<file path="src/include/rtc_cal_pkg.sv">
// shared constants for the calendar, rate-trim and weekly alarm block
package rtc_cal_pkg;

  // ---------------------------------------------------------------
  // register addresses on the four-bit register port
  // ---------------------------------------------------------------
  localparam logic [3:0] ADDR_MONTH = 4'h5;
  localparam logic [3:0] ADDR_YEAR = 4'h6;
  localparam logic [3:0] ADDR_TRIM = 4'h7;
  localparam logic [3:0] ADDR_WA_MIN = 4'h8;
  localparam logic [3:0] ADDR_WA_HOUR = 4'h9;
  localparam logic [3:0] ADDR_WA_DAYS = 4'ha;

  // ---------------------------------------------------------------
  // field positions and read masks
  // ---------------------------------------------------------------
  localparam int CENTURY_BIT = 7;
  localparam int TRIM_LOCK_BIT = 7;
  localparam int TRIM_SIGN_BIT = 6;
  localparam logic [7:0] MONTH_RD_MASK = 8'h9f;
  localparam logic [7:0] WA_MIN_MASK = 8'h7f;
  localparam logic [7:0] WA_HOUR_MASK = 8'h3f;
  localparam logic [7:0] WA_DAYS_MASK = 8'h7f;
  localparam int WEEKDAYS = 7;

  // ---------------------------------------------------------------
  // reset values
  // ---------------------------------------------------------------
  localparam logic [6:0] TRIM_RESET = 7'h00;
  localparam logic [7:0] MONTH_RESET = 8'h01;
  localparam logic [7:0] YEAR_RESET = 8'h00;
  localparam logic [7:0] WA_RESET = 8'h00;

  // ---------------------------------------------------------------
  // calendar limits and trim points, all bcd
  // ---------------------------------------------------------------
  localparam logic [4:0] MONTH_FIRST = 5'h01;
  localparam logic [4:0] MONTH_LAST = 5'h12;
  localparam logic [7:0] YEAR_LAST = 8'h99;
  localparam logic [6:0] SEC_00 = 7'h00;
  localparam logic [6:0] SEC_20 = 7'h20;
  localparam logic [6:0] SEC_40 = 7'h40;

  // ---------------------------------------------------------------
  // timing
  // ---------------------------------------------------------------
  localparam logic [15:0] XTAL_PER_SEC = 16'h8000;
  localparam int CLK_PERIOD_NS = 25;
  localparam int ALARM_DELAY_NS = 61000;
  localparam int ALARM_DELAY_CYC = ALARM_DELAY_NS / CLK_PERIOD_NS;

endpackage

</file>
<file path="src/rtl/rtc_cal_trim_walarm.sv">
// month, year, rate-trim and weekly alarm logic of the serial clock
module rtc_cal_trim_walarm (
  input wire logic clock,
  input wire logic rst_n,
  input wire logic xtal_clk,
  input wire logic osc_halt_flag,
  input wire logic [3:0] reg_addr,
  input wire logic [7:0] reg_wdata,
  input wire logic reg_wr,
  input wire logic [6:0] cur_sec,
  input wire logic [6:0] cur_min,
  input wire logic [5:0] cur_hour,
  input wire logic [2:0] cur_wday,
  input wire logic month_carry,
  input wire logic weekly_alarm_enable,
  input wire logic wa_flag_clear,
  output logic [7:0] reg_rdata_ff,
  output logic sec_tick_ff,
  output logic [7:0] month_ff,
  output logic [7:0] year_ff,
  output logic weekly_alarm_match_flag_ff
);

  // ---------------------------------------------------------------
  // crystal edge detection
  // ---------------------------------------------------------------
  logic xtal_rise;

  xtal_edge_sync u_xtal_sync (
    .clock(clock),
    .rst_n(rst_n),
    .pin(xtal_clk),
    .rise_ff(xtal_rise)
  );

  // ---------------------------------------------------------------
  // register write decode
  // ---------------------------------------------------------------
  logic wr_month;
  logic wr_year;
  logic wr_trim;
  logic wr_wa_min;
  logic wr_wa_hour;
  logic wr_wa_days;

  assign wr_month = reg_wr && (reg_addr == rtc_cal_pkg::ADDR_MONTH);
  assign wr_year = reg_wr && (reg_addr == rtc_cal_pkg::ADDR_YEAR);
  assign wr_trim = reg_wr && (reg_addr == rtc_cal_pkg::ADDR_TRIM);
  assign wr_wa_min = reg_wr && (reg_addr == rtc_cal_pkg::ADDR_WA_MIN);
  assign wr_wa_hour = reg_wr && (reg_addr == rtc_cal_pkg::ADDR_WA_HOUR);
  assign wr_wa_days = reg_wr && (reg_addr == rtc_cal_pkg::ADDR_WA_DAYS);

  // ---------------------------------------------------------------
  // rate-trim register
  // ---------------------------------------------------------------
  logic [6:0] trim_ff;
  logic trim_active_ff;
  logic trim_accept;

  // a write with the lock bit set is dropped entirely
  assign trim_accept = wr_trim &&
                       !reg_wdata[rtc_cal_pkg::TRIM_LOCK_BIT];

  always_ff @(posedge clock or negedge rst_n)
  begin
    if (!rst_n)
    begin
      trim_ff <= rtc_cal_pkg::TRIM_RESET;
      trim_active_ff <= 1'b0;
    end
    else if (osc_halt_flag)
    begin
      trim_ff <= rtc_cal_pkg::TRIM_RESET;
      trim_active_ff <= 1'b0;
    end
    else if (trim_accept)
    begin
      trim_ff <= reg_wdata[6:0];
      trim_active_ff <= 1'b1;
    end
  end

  // ---------------------------------------------------------------
  // second length with trim
  // ---------------------------------------------------------------
  logic at_point;
  logic trim_zero;
  logic skip_ff;
  logic apply;
  logic [6:0] lengthen;
  logic [6:0] shorten;
  logic [15:0] period;

  assign at_point = (cur_sec == rtc_cal_pkg::SEC_00) ||
                    (cur_sec == rtc_cal_pkg::SEC_20) ||
                    (cur_sec == rtc_cal_pkg::SEC_40);
  assign trim_zero = (trim_ff[5:1] == 5'h00);
  assign apply = trim_active_ff && !trim_zero && at_point && !skip_ff;
  assign lengthen = {6'(trim_ff[5:0] - 6'h01), 1'b0};
  assign shorten = {6'(~trim_ff[5:0] + 6'h01), 1'b0};

  always_comb
  begin
    period = rtc_cal_pkg::XTAL_PER_SEC;
    if (apply)
    begin
      if (trim_ff[rtc_cal_pkg::TRIM_SIGN_BIT])
        period = rtc_cal_pkg::XTAL_PER_SEC - {9'h000, shorten};
      else
        period = rtc_cal_pkg::XTAL_PER_SEC + {9'h000, lengthen};
    end
  end

  // a trim write blocks correction until the current second ends;
  // set wins over the clear at the tick
  always_ff @(posedge clock or negedge rst_n)
  begin
    if (!rst_n)
      skip_ff <= 1'b0;
    else if (trim_accept)
      skip_ff <= 1'b1;
    else if (sec_tick_ff)
      skip_ff <= 1'b0;
  end

  // ---------------------------------------------------------------
  // one-second prescaler
  // ---------------------------------------------------------------
  logic [15:0] pre_cnt_ff;
  logic pre_last;

  assign pre_last = (pre_cnt_ff >= 16'(period - 16'h0001));

  always_ff @(posedge clock or negedge rst_n)
  begin
    if (!rst_n)
    begin
      pre_cnt_ff <= 16'h0000;
      sec_tick_ff <= 1'b0;
    end
    else
    begin
      sec_tick_ff <= xtal_rise && pre_last;
      if (xtal_rise)
      begin
        if (pre_last)
          pre_cnt_ff <= 16'h0000;
        else
          pre_cnt_ff <= pre_cnt_ff + 16'h0001;
      end
    end
  end

  // ---------------------------------------------------------------
  // month and year counters
  // ---------------------------------------------------------------
  logic [4:0] nxt_month;
  logic month_wrap;
  logic [7:0] nxt_year;
  logic year_wrap;

  always_comb
  begin
    month_wrap = (month_ff[4:0] == rtc_cal_pkg::MONTH_LAST);
    if (month_wrap)
      nxt_month = rtc_cal_pkg::MONTH_FIRST;
    else if (month_ff[3:0] == 4'h9)
      nxt_month = 5'h10;
    else
      nxt_month = month_ff[4:0] + 5'h01;
    year_wrap = (year_ff == rtc_cal_pkg::YEAR_LAST);
    if (year_wrap)
      nxt_year = 8'h00;
    else if (year_ff[3:0] == 4'h9)
      nxt_year = {4'(year_ff[7:4] + 4'h1), 4'h0};
    else
      nxt_year = year_ff + 8'h01;
  end

  // host writes take priority over a carry in the same cycle
  always_ff @(posedge clock or negedge rst_n)
  begin
    if (!rst_n)
      month_ff <= rtc_cal_pkg::MONTH_RESET;
    else if (wr_month)
      month_ff <= reg_wdata & rtc_cal_pkg::MONTH_RD_MASK;
    else if (month_carry)
    begin
      month_ff[4:0] <= nxt_month;
      if (month_wrap && year_wrap)
        month_ff[rtc_cal_pkg::CENTURY_BIT] <=
          ~month_ff[rtc_cal_pkg::CENTURY_BIT];
    end
  end

  always_ff @(posedge clock or negedge rst_n)
  begin
    if (!rst_n)
      year_ff <= rtc_cal_pkg::YEAR_RESET;
    else if (wr_year)
      year_ff <= reg_wdata;
    else if (month_carry && month_wrap)
      year_ff <= nxt_year;
  end

  // ---------------------------------------------------------------
  // weekly alarm registers
  // ---------------------------------------------------------------
  logic [7:0] wa_min_ff;
  logic [7:0] wa_hour_ff;
  logic [7:0] wa_days_ff;

  // unused positions are never stored, so they cannot read back
  always_ff @(posedge clock or negedge rst_n)
  begin
    if (!rst_n)
    begin
      wa_min_ff <= rtc_cal_pkg::WA_RESET;
      wa_hour_ff <= rtc_cal_pkg::WA_RESET;
      wa_days_ff <= rtc_cal_pkg::WA_RESET;
    end
    else
    begin
      if (wr_wa_min)
        wa_min_ff <= reg_wdata & rtc_cal_pkg::WA_MIN_MASK;
      if (wr_wa_hour)
        wa_hour_ff <= reg_wdata & rtc_cal_pkg::WA_HOUR_MASK;
      if (wr_wa_days)
        wa_days_ff <= reg_wdata & rtc_cal_pkg::WA_DAYS_MASK;
    end
  end

  // ---------------------------------------------------------------
  // weekly alarm compare
  // ---------------------------------------------------------------
  logic [rtc_cal_pkg::WEEKDAYS-1:0] day_hit;
  logic match_now;
  logic match_prev_ff;
  logic [11:0] delay_cnt_ff;

  genvar gi;
  generate
    for (gi = 0; gi < rtc_cal_pkg::WEEKDAYS; gi = gi + 1)
    begin : g_day
      assign day_hit[gi] = wa_days_ff[gi] && (cur_wday == 3'(gi));
    end
  endgenerate

  // hour compared as stored, so 12/32 midnight and noon codes hold
  assign match_now = weekly_alarm_enable && (|day_hit) &&
                     (cur_min == wa_min_ff[6:0]) &&
                     (cur_hour == wa_hour_ff[5:0]);

  // the flag lags the match like the crystal-timed original
  always_ff @(posedge clock or negedge rst_n)
  begin
    if (!rst_n)
    begin
      match_prev_ff <= 1'b0;
      delay_cnt_ff <= 12'h000;
    end
    else
    begin
      match_prev_ff <= match_now;
      if (match_now && !match_prev_ff)
        delay_cnt_ff <= 12'(rtc_cal_pkg::ALARM_DELAY_CYC);
      else if (!weekly_alarm_enable)
        delay_cnt_ff <= 12'h000;
      else if (delay_cnt_ff != 12'h000)
        delay_cnt_ff <= delay_cnt_ff - 12'h001;
    end
  end

  // set wins over wa_flag_clear in the same cycle; a disable clears ahead of both
  always_ff @(posedge clock or negedge rst_n)
  begin
    if (!rst_n)
      weekly_alarm_match_flag_ff <= 1'b0;
    else if (!weekly_alarm_enable)
      weekly_alarm_match_flag_ff <= 1'b0;
    else if (delay_cnt_ff == 12'h001)
      weekly_alarm_match_flag_ff <= 1'b1;
    else if (wa_flag_clear)
      weekly_alarm_match_flag_ff <= 1'b0;
  end

  // ---------------------------------------------------------------
  // read data
  // ---------------------------------------------------------------
  always_ff @(posedge clock or negedge rst_n)
  begin
    if (!rst_n)
      reg_rdata_ff <= 8'h00;
    else
    begin
      case (reg_addr)
        rtc_cal_pkg::ADDR_MONTH:
          reg_rdata_ff <= month_ff & rtc_cal_pkg::MONTH_RD_MASK;
        rtc_cal_pkg::ADDR_YEAR: reg_rdata_ff <= year_ff;
        rtc_cal_pkg::ADDR_TRIM: reg_rdata_ff <= {1'b0, trim_ff};
        rtc_cal_pkg::ADDR_WA_MIN: reg_rdata_ff <= wa_min_ff;
        rtc_cal_pkg::ADDR_WA_HOUR: reg_rdata_ff <= wa_hour_ff;
        rtc_cal_pkg::ADDR_WA_DAYS: reg_rdata_ff <= wa_days_ff;
        default: reg_rdata_ff <= 8'h00;
      endcase
    end
  end

  // ---------------------------------------------------------------
  // assertions
  // ---------------------------------------------------------------
  // age since the match rose, kept apart from the delay counter;
  // the span is too long for a delay range in a property
  logic [11:0] wa_age_ff;

  always_ff @(posedge clock or negedge rst_n)
  begin
    if (!rst_n)
      wa_age_ff <= 12'h000;
    else if (match_now && !match_prev_ff)
      wa_age_ff <= 12'h001;
    else if (!weekly_alarm_enable)
      wa_age_ff <= 12'h000;
    else if (wa_age_ff == 12'(rtc_cal_pkg::ALARM_DELAY_CYC))
      wa_age_ff <= 12'h000;
    else if (wa_age_ff != 12'h000)
      wa_age_ff <= wa_age_ff + 12'h001;
  end
endmodule

</file>
<file path="src/rtl/xtal_edge_sync.sv">
// two-flop synchroniser and rising-edge detector for the crystal clock pin
module xtal_edge_sync (
  input wire logic clock,
  input wire logic rst_n,
  input wire logic pin,
  output logic rise_ff
);

  logic meta_ff;
  logic sync_ff;
  logic prev_ff;

  // meta_ff feeds sync_ff only; the edge is taken on settled copies
  always_ff @(posedge clock or negedge rst_n)
  begin
    if (!rst_n)
    begin
      meta_ff <= 1'b0;
      sync_ff <= 1'b0;
      prev_ff <= 1'b0;
      rise_ff <= 1'b0;
    end
    else
    begin
      meta_ff <= pin;
      sync_ff <= meta_ff;
      prev_ff <= sync_ff;
      rise_ff <= sync_ff & ~prev_ff;
    end
  end

endmodule

</file>
<file path="config.mk">
export PLATFORM = sky130hd
export DESIGN_NAME = rtc_cal_trim_walarm
export DESIGN_NICKNAME = d
export VERILOG_FILES = /design/src/include/rtc_cal_pkg.sv /design/src/rtl/rtc_cal_trim_walarm.sv /design/src/rtl/xtal_edge_sync.sv
export SDC_FILE = /design/constraint.sdc
export NUM_CORES = 1
export LEC_CHECK = 0
export ABC_CLOCK_PERIOD_IN_PS = 4300
export BUFFER_PORTS_ARGS = -buffer_cell sky130_fd_sc_hd__buf_2
export CAP_MARGIN = 0
export CORE_MARGIN = 3
export CORE_UTILIZATION = 31
export CTS_CLUSTER_SIZE = 14
export DETAILED_ROUTE_END_ITERATION = 16
export PLACE_DENSITY = 0.48
export SLEW_MARGIN = 30
export SYNTH_ARGS = -nofsm -noshare
export SYNTH_HDL_FRONTEND = slang
export SYNTH_HIERARCHICAL = 1
export SYNTH_SLANG_ARGS = --single-unit
</file>
<file path="constraint.sdc">
create_clock -name clock -period 4.3 [get_ports clock]
set_input_delay 0.86 -clock clock [delete_from_list [all_inputs] [get_ports clock]]
set_output_delay 0.86 -clock clock [all_outputs]
set_load 0.01 [all_outputs]
</file>
Yosys cells after proc, flatten, opt, wreduce, memory -nomap -nowiden
Index checks and enable logic that the tools add are counted.

cells by class
  equal/unequal tests = 23
  bitwise gates (word level) = 4
  muxes and demuxes = 27
  add/sub/neg operators = 10
  reductions and logical operators = 41
  order comparisons = 1

operators with widths
  operator                                                              number
  16-bit 2-to-1 mux                                                     3
  8-bit one-hot mux with 6 select lines                                 1
  12-bit 2-to-1 mux                                                     3
  8-bit 2-to-1 mux                                                      4
  1-bit logical AND                                                     24
  4-bit == test, second input constant                                  5
  5-bit 2-to-1 mux                                                      4
  16-bit by 1-bit adder with 16-bit output, second input constant       1
  16-bit by 7-bit adder with 16-bit output, first input constant        1
  16-bit greater-or-equal comparator                                    1
  16-bit by 1-bit subtractor with 16-bit output, second input constant  1
  16-bit by 7-bit subtractor with 16-bit output, first input constant   1
  7-bit 2-to-1 mux                                                      2
  12-bit by 1-bit == test with 1-bit output, second input constant      1
  4-bit by 3-bit == test with 1-bit output, second input constant       3
  12-bit nonzero test                                                   1
  12-bit by 1-bit subtractor with 12-bit output, second input constant  1
  1-bit 2-to-1 mux                                                      10
  2-bit nonzero test                                                    5
  3-bit == test, second input constant                                  3
  8-bit by 1-bit adder with 8-bit output, second input constant         1
  8-bit == test, second input constant                                  1
  7-bit by 6-bit == test with 1-bit output, second input constant       1
  7-bit == test                                                         1
  other kinds (20)                                                      27

storage, ports and cells
  logic and storage cells = 125
  input port bits = 43
  bits in registers = 86
  output and inout bits = 26

Depth between registers and ports, before layout
  depth in word-level cells = 9
  depth in mapped cells = 20
  depth with buffers taken out = 18

Hierarchy
Netlist, hierarchy kept.

by module, submodules not included
  module               cells an instance  instances  seq. area each (sq um)  area an instance (sq um)
  rtc_cal_trim_walarm  565                1          2053.2                  5290.1
  xtal_edge_sync       5                  1          100.1                   113.9

Least setup slack after synthesis
Ideal clock, no wire load.

  path type = input to register
  from = in cur_sec[1]
  to = reg pre_cnt_ff[10]
  path buffers = 1
  setup time = 0.072 ns
  setup slack = -0.375 ns
  stages = 16
  data required time = 4.228 ns
  arrival time = 4.602 ns
  cells stage by stage = nor4b_1 o211ai_1 or4_1 or3_1 ha_1 and2_1 a32oi_4 and2_1 ha_1 a21o_1 a21o_1 a211oi_1 a2bb2oi_1 a21oi_1 clkbuf_1 nor2_1

on the way
  longest elaborated chain between the ends = 9
  elaborated cells between the ends (all ways) = 11
  those cells by class = add/sub (1); order compare (1); eq/ne (2); mux (2); reduce/logical (5)

ends and longest elaborated chain
  item                                                                           RTL line                                              RTL
  from (decl)                                                                    rtc_cal_trim_walarm.sv:10                             input wire logic [6:0] cur_sec,
  7-bit by 6-bit == test with 1-bit output or 7-bit logical NOT (tied branches)  rtc_cal_trim_walarm.sv:95, rtc_cal_trim_walarm.sv:94
  1-bit logical OR                                                               rtc_cal_trim_walarm.sv:94                             assign at_point = (cur_sec == rtc_cal_pkg::SEC_00) ||
  1-bit logical OR *                                                             rtc_cal_trim_walarm.sv:95                             (cur_sec == rtc_cal_pkg::SEC_20) ||
  1-bit logical AND * (2 in a row)                                               rtc_cal_trim_walarm.sv:98                             assign apply = trim_active_ff && !trim_zero && at_point && !skip_ff;
  16-bit 2-to-1 mux *                                                            rtc_cal_trim_walarm.sv:105                            if (apply)
  16-bit by 1-bit subtractor with 16-bit output *                                rtc_cal_trim_walarm.sv:132                            assign pre_last = (pre_cnt_ff >= 16'(period - 16'h0001));
  16-bit greater-or-equal comparator *                                           rtc_cal_trim_walarm.sv:132
  16-bit 2-to-1 mux *                                                            rtc_cal_trim_walarm.sv:146                            if (pre_last)
  to (signal assigned)                                                           rtc_cal_trim_walarm.sv:149                            pre_cnt_ff <= pre_cnt_ff + 16'h0001;
  to (decl)                                                                      rtc_cal_trim_walarm.sv:129                            logic [15:0] pre_cnt_ff;

Every way passes the cells marked *; elsewhere a longest branch is shown, timed or not.
A chain may end at the register's enable or synchronous reset.

Final worst setup path
  from = in cur_sec[4]
  to = reg pre_cnt_ff[3]

The elaborated chain is that of the path after synthesis.

==> metrics.md <==
| Metric | Value |
|---|---|
| Outcome | finished, final reports clean |
| Worst path bufs/invs | 1 |
| Mapped Cells | 570 |
| Clock Tree Root | clkbuf_16 |
| Number of hold violations in the final report | 0 |
| Synth Flop Type | dfrtp_1 |
| Min Hold Slack | 0.3487 ns |
| First-pass GRT wire length | 24000 um |
| Pint | 0.001877 W |
| Top cells by count, synth | dfrtp_1 (85), nand2_1 (61), nor2_1 (60) |
| Final setup viols | 0 |
| Total global-route track usage | 15.54% |
| CTS Buf Count | 9 |
| Vias per std cell | 5.071 |
| Area grow syn2layout | 19.10% |
| Combinational cell fraction of total power | 27.6% |
| Initial antenna violation count | 0 |
| Critical Path Source | cur_sec[4] |
| Synthesis Warnings | 6 |
| Layout cells sized above 1 | 22.48% |
| Dpl hpwl | 11040 um |
| Area contributors post-synth | dfrtp_1 (39%), ha_1 (6.0%), mux2_2 (4.4%), nand2_1 (4.2%), nor2_1 (4.2%) |
| R2R Setup Slk | 0.35 ns |
| Fin util | 38.27% |
| Worst R2R End | pre_cnt_ff[3]$_DFFE_PN0P_ |
| Synth Cell Area | 0.005404 sq mm |
| Post-synth ARST share | 100.0% |
| Critical path launch point type | primary input |
| First drt pass iteration count | 4 |
| Fin crit period | 4.105 ns |
| Die area | 0.01905 sq mm |
| Count leader, synth | dfrtp_1 |
| Sequential Power Share | 42.1% |
| Critical Path Sink | pre_cnt_ff[3]$_DFFE_PN0P_ |
| Clock Latency Late Sink | 0.35 ns |
| Critical Path AT | 4.39 ns |
| # resized after CTS | 0 |
| CTS clk-pin slew, worst paths | 0.07 ns |
| Hold Crit Class | flop to flop |
| Seq cells post-synth | 86 |
| Critical-path cell list | buf_2, nor4b_4, o211ai_1, or4_4, or3_4, ha_4, and2_4, a32oi_4, and2_1, ha_1, a21o_1, a21o_1, a211oi_2, a2bb2oi_4, nand3_2, o22ai_2 |
| Biggest area consumer among synthesized cells | dfrtp_1 |
| Total Nets Final | 709 |
| CP Max Fanout | 6 |
| Initial Util | 32.13% |
| Share of the yosys chip area belonging to registers | 39.85% |
| Crit-path slowest cell | or4_4 |
| Vias in the first global route | 4481 |
| Share of the synthesized area in the top cell type | 39.36% |
| CP dominant cell by count | a21o_1 |
| Leakage | 2.991 nW |
| GR Overflow Total | 0 |
| Part of the cycle the worst path needs | 95.46% |
| Core ar. | 0.01682 sq mm |
| Clock Path Buffers | 2 |
| Largest net degree at the start of global routing | 47 |
| Synthesized area per cell | 9.481 sq um |
| Delay of the slowest cell on the worst path | 0.49 ns |
| TritonCTS clock tree | yes |
| Clock Skew | 0.009291 ns |
| Post-CTS Setup Bufs | 0 |
| Post-synth EDFFs | 0 |
| CP delay by family, top | simple AND/OR/NAND/NOR gates |
| Max Cap Viol | 0 |
| Netlist cell types | 67 |
| Clock H-tree levels | 3 |
| VDD IR max | 0.0001901 V |
| # IOs | 69 |
| Hold Buf Count CTS | 0 |
| Max Clock Freq | 243.6 MHz |
| WS Path Type | primary input to flop |
| R2r worst-path depth | 16 |
| Max-slew violations | 0 |
| CP endpoint kind | flop |
| Sw frac | 35.43% |
| Rel. slew slack | 51.10% |
| P per Cell Area | 451.7 mW/mm^2 |
| DR vias | 4386 |
| Chip height | 138.0 um |
| CP required | 4.58 ns |
| RR Startpoint | trim_ff[1]$_DFFE_PN0P_ |
| Port Buffers | 66 |
| Antenna cells | 0 |
| CP Depth | 16 |
| Post-DRT Antenna Nets | 0 |
| Iter 0 DRT Violations | 226 |
| Routability congestion estimate from global placement | 0.8711 |
| Die X | 138.0 um |
| Clock share of power | 30.3% |
| Worst-Margin Slew | 0.7320 ns |
| FP Rows | 47 |
| RSZ-0062 raised after global routing | no |
| Sw Pwr | 0.001030 W |
| Total clock sinks | 86 |
| Routed len/inst | 16.75 um |
| Residual DRC count | 0 |
| Post-Route WL | 14490 um |
==> cells in the final DEF, fill, tap and decap left out, types with 3 or more instances in the layout <==
cell type and count:
dfrtp_1 85, o21ai_0 17, nor2_1 60, xor2_1 17, nand3b_1 4, a31oi_1 4
buf_4 17, ha_1 25, o211ai_1 5, a21o_1 8, o22ai_1 3, nand2b_1 9
inv_1 22, a221oi_1 6, nor3b_1 3, nor2b_1 11, a22o_1 7, mux2i_1 17
a22oi_1 3, nand4_1 8, a211oi_1 10, nor3_1 7, xnor2_1 23, nand3_1 18
a21oi_1 19, nor3_2 3, and3_1 11, mux2_2 21, nor4_1 10, clkbuf_16 9
and2_1 6, nand2_1 61, buf_2 65
==> metrics by stage <==
step	cell area (sq um)	setup TNS (ns)	total power [W]	setup slack, ns	instances
6_report	6436	0	0.002907	0.1953	865
5_1_grt	6436	0	0.003117	0.009073	865
4_1_cts	6392	0	0.002935	0.008202	865
3_5_place_dp	6065	-5.513	0.002045	-0.3727	849
3_3_place_gp	6065	-4.131	0.002026	-0.2726	849
2_1_floorplan	5463	0	0.001738	0.01976	571
==> state kept, by name, indices dropped and copies added (netlist names), 6 cells and up <==
name,count
trim_ff,7
year_ff,8
wa_days_ff,7
pre_cnt_ff,16
delay_cnt_ff,12
reg_rdata_ff,8
wa_min_ff,7
month_ff,6
wa_hour_ff,6
==> worst min path at each step <==
stage                                        from  cells past startpoint  slack [ns]                             to
floorplan           u_xtal_sync/meta_ff$_DFF_PN0_                      0        0.33  u_xtal_sync/sync_ff$_DFF_PN0_
global placement    u_xtal_sync/meta_ff$_DFF_PN0_                      0        0.34  u_xtal_sync/sync_ff$_DFF_PN0_
detailed placement  u_xtal_sync/meta_ff$_DFF_PN0_                      0        0.34  u_xtal_sync/sync_ff$_DFF_PN0_
CTS                 u_xtal_sync/meta_ff$_DFF_PN0_                      0        0.35  u_xtal_sync/sync_ff$_DFF_PN0_
global route        u_xtal_sync/meta_ff$_DFF_PN0_                      0        0.37  u_xtal_sync/sync_ff$_DFF_PN0_
finish              u_xtal_sync/meta_ff$_DFF_PN0_                      0        0.35  u_xtal_sync/sync_ff$_DFF_PN0_
==> area by class of cell <==
class / count / area (sq um)
clock buffer: 9 / 225.2
clock inverter: 7 / 102.6
fill: 1769 / 10380
inverter: 22 / 82.58
multi-input combinational: 439 / 3144
sequential: 86 / 2153
tap: 220 / 275.3
timing repair buffer: 82 / 452.9
==> kinds of logic after synthesis <==
| kind of cell | share of synthesized area, % |
|---|---|
| buffers and inverters | 3.681 |
| flip-flops | 39.85 |
| other | 0.06939 |
| AND/OR/NAND/NOR | 21.53 |
| adder cells (fa/ha/maj) | 6.020 |
| AO/OA/AOI/OAI | 13.50 |
| XOR/XNOR | 6.992 |
| multiplexers | 8.358 |
==> power by group through the flow <==
stage                     Combinational (W)  Sequential, W  Clock (W)
after floorplan                    0.000559        0.00118          0
after global placement             0.000790        0.00124          0
after detailed placement           0.000804        0.00124          0
after CTS                          0.000807        0.00123   0.000902
after global routing               0.000914        0.00126   0.000944
final                              0.000801        0.00122   0.000881
==> routing by layer <==
metal  up-vias  GRT usage [%]  routed length, um
met2        77          25.36               6994
met5         -              0                  0
li1       2169              -                  -
met3        10          2.486                419
met4         0          4.992                161
met1      2130          21.23               6912
Note: power is estimated with default switching activity, not from simulation.
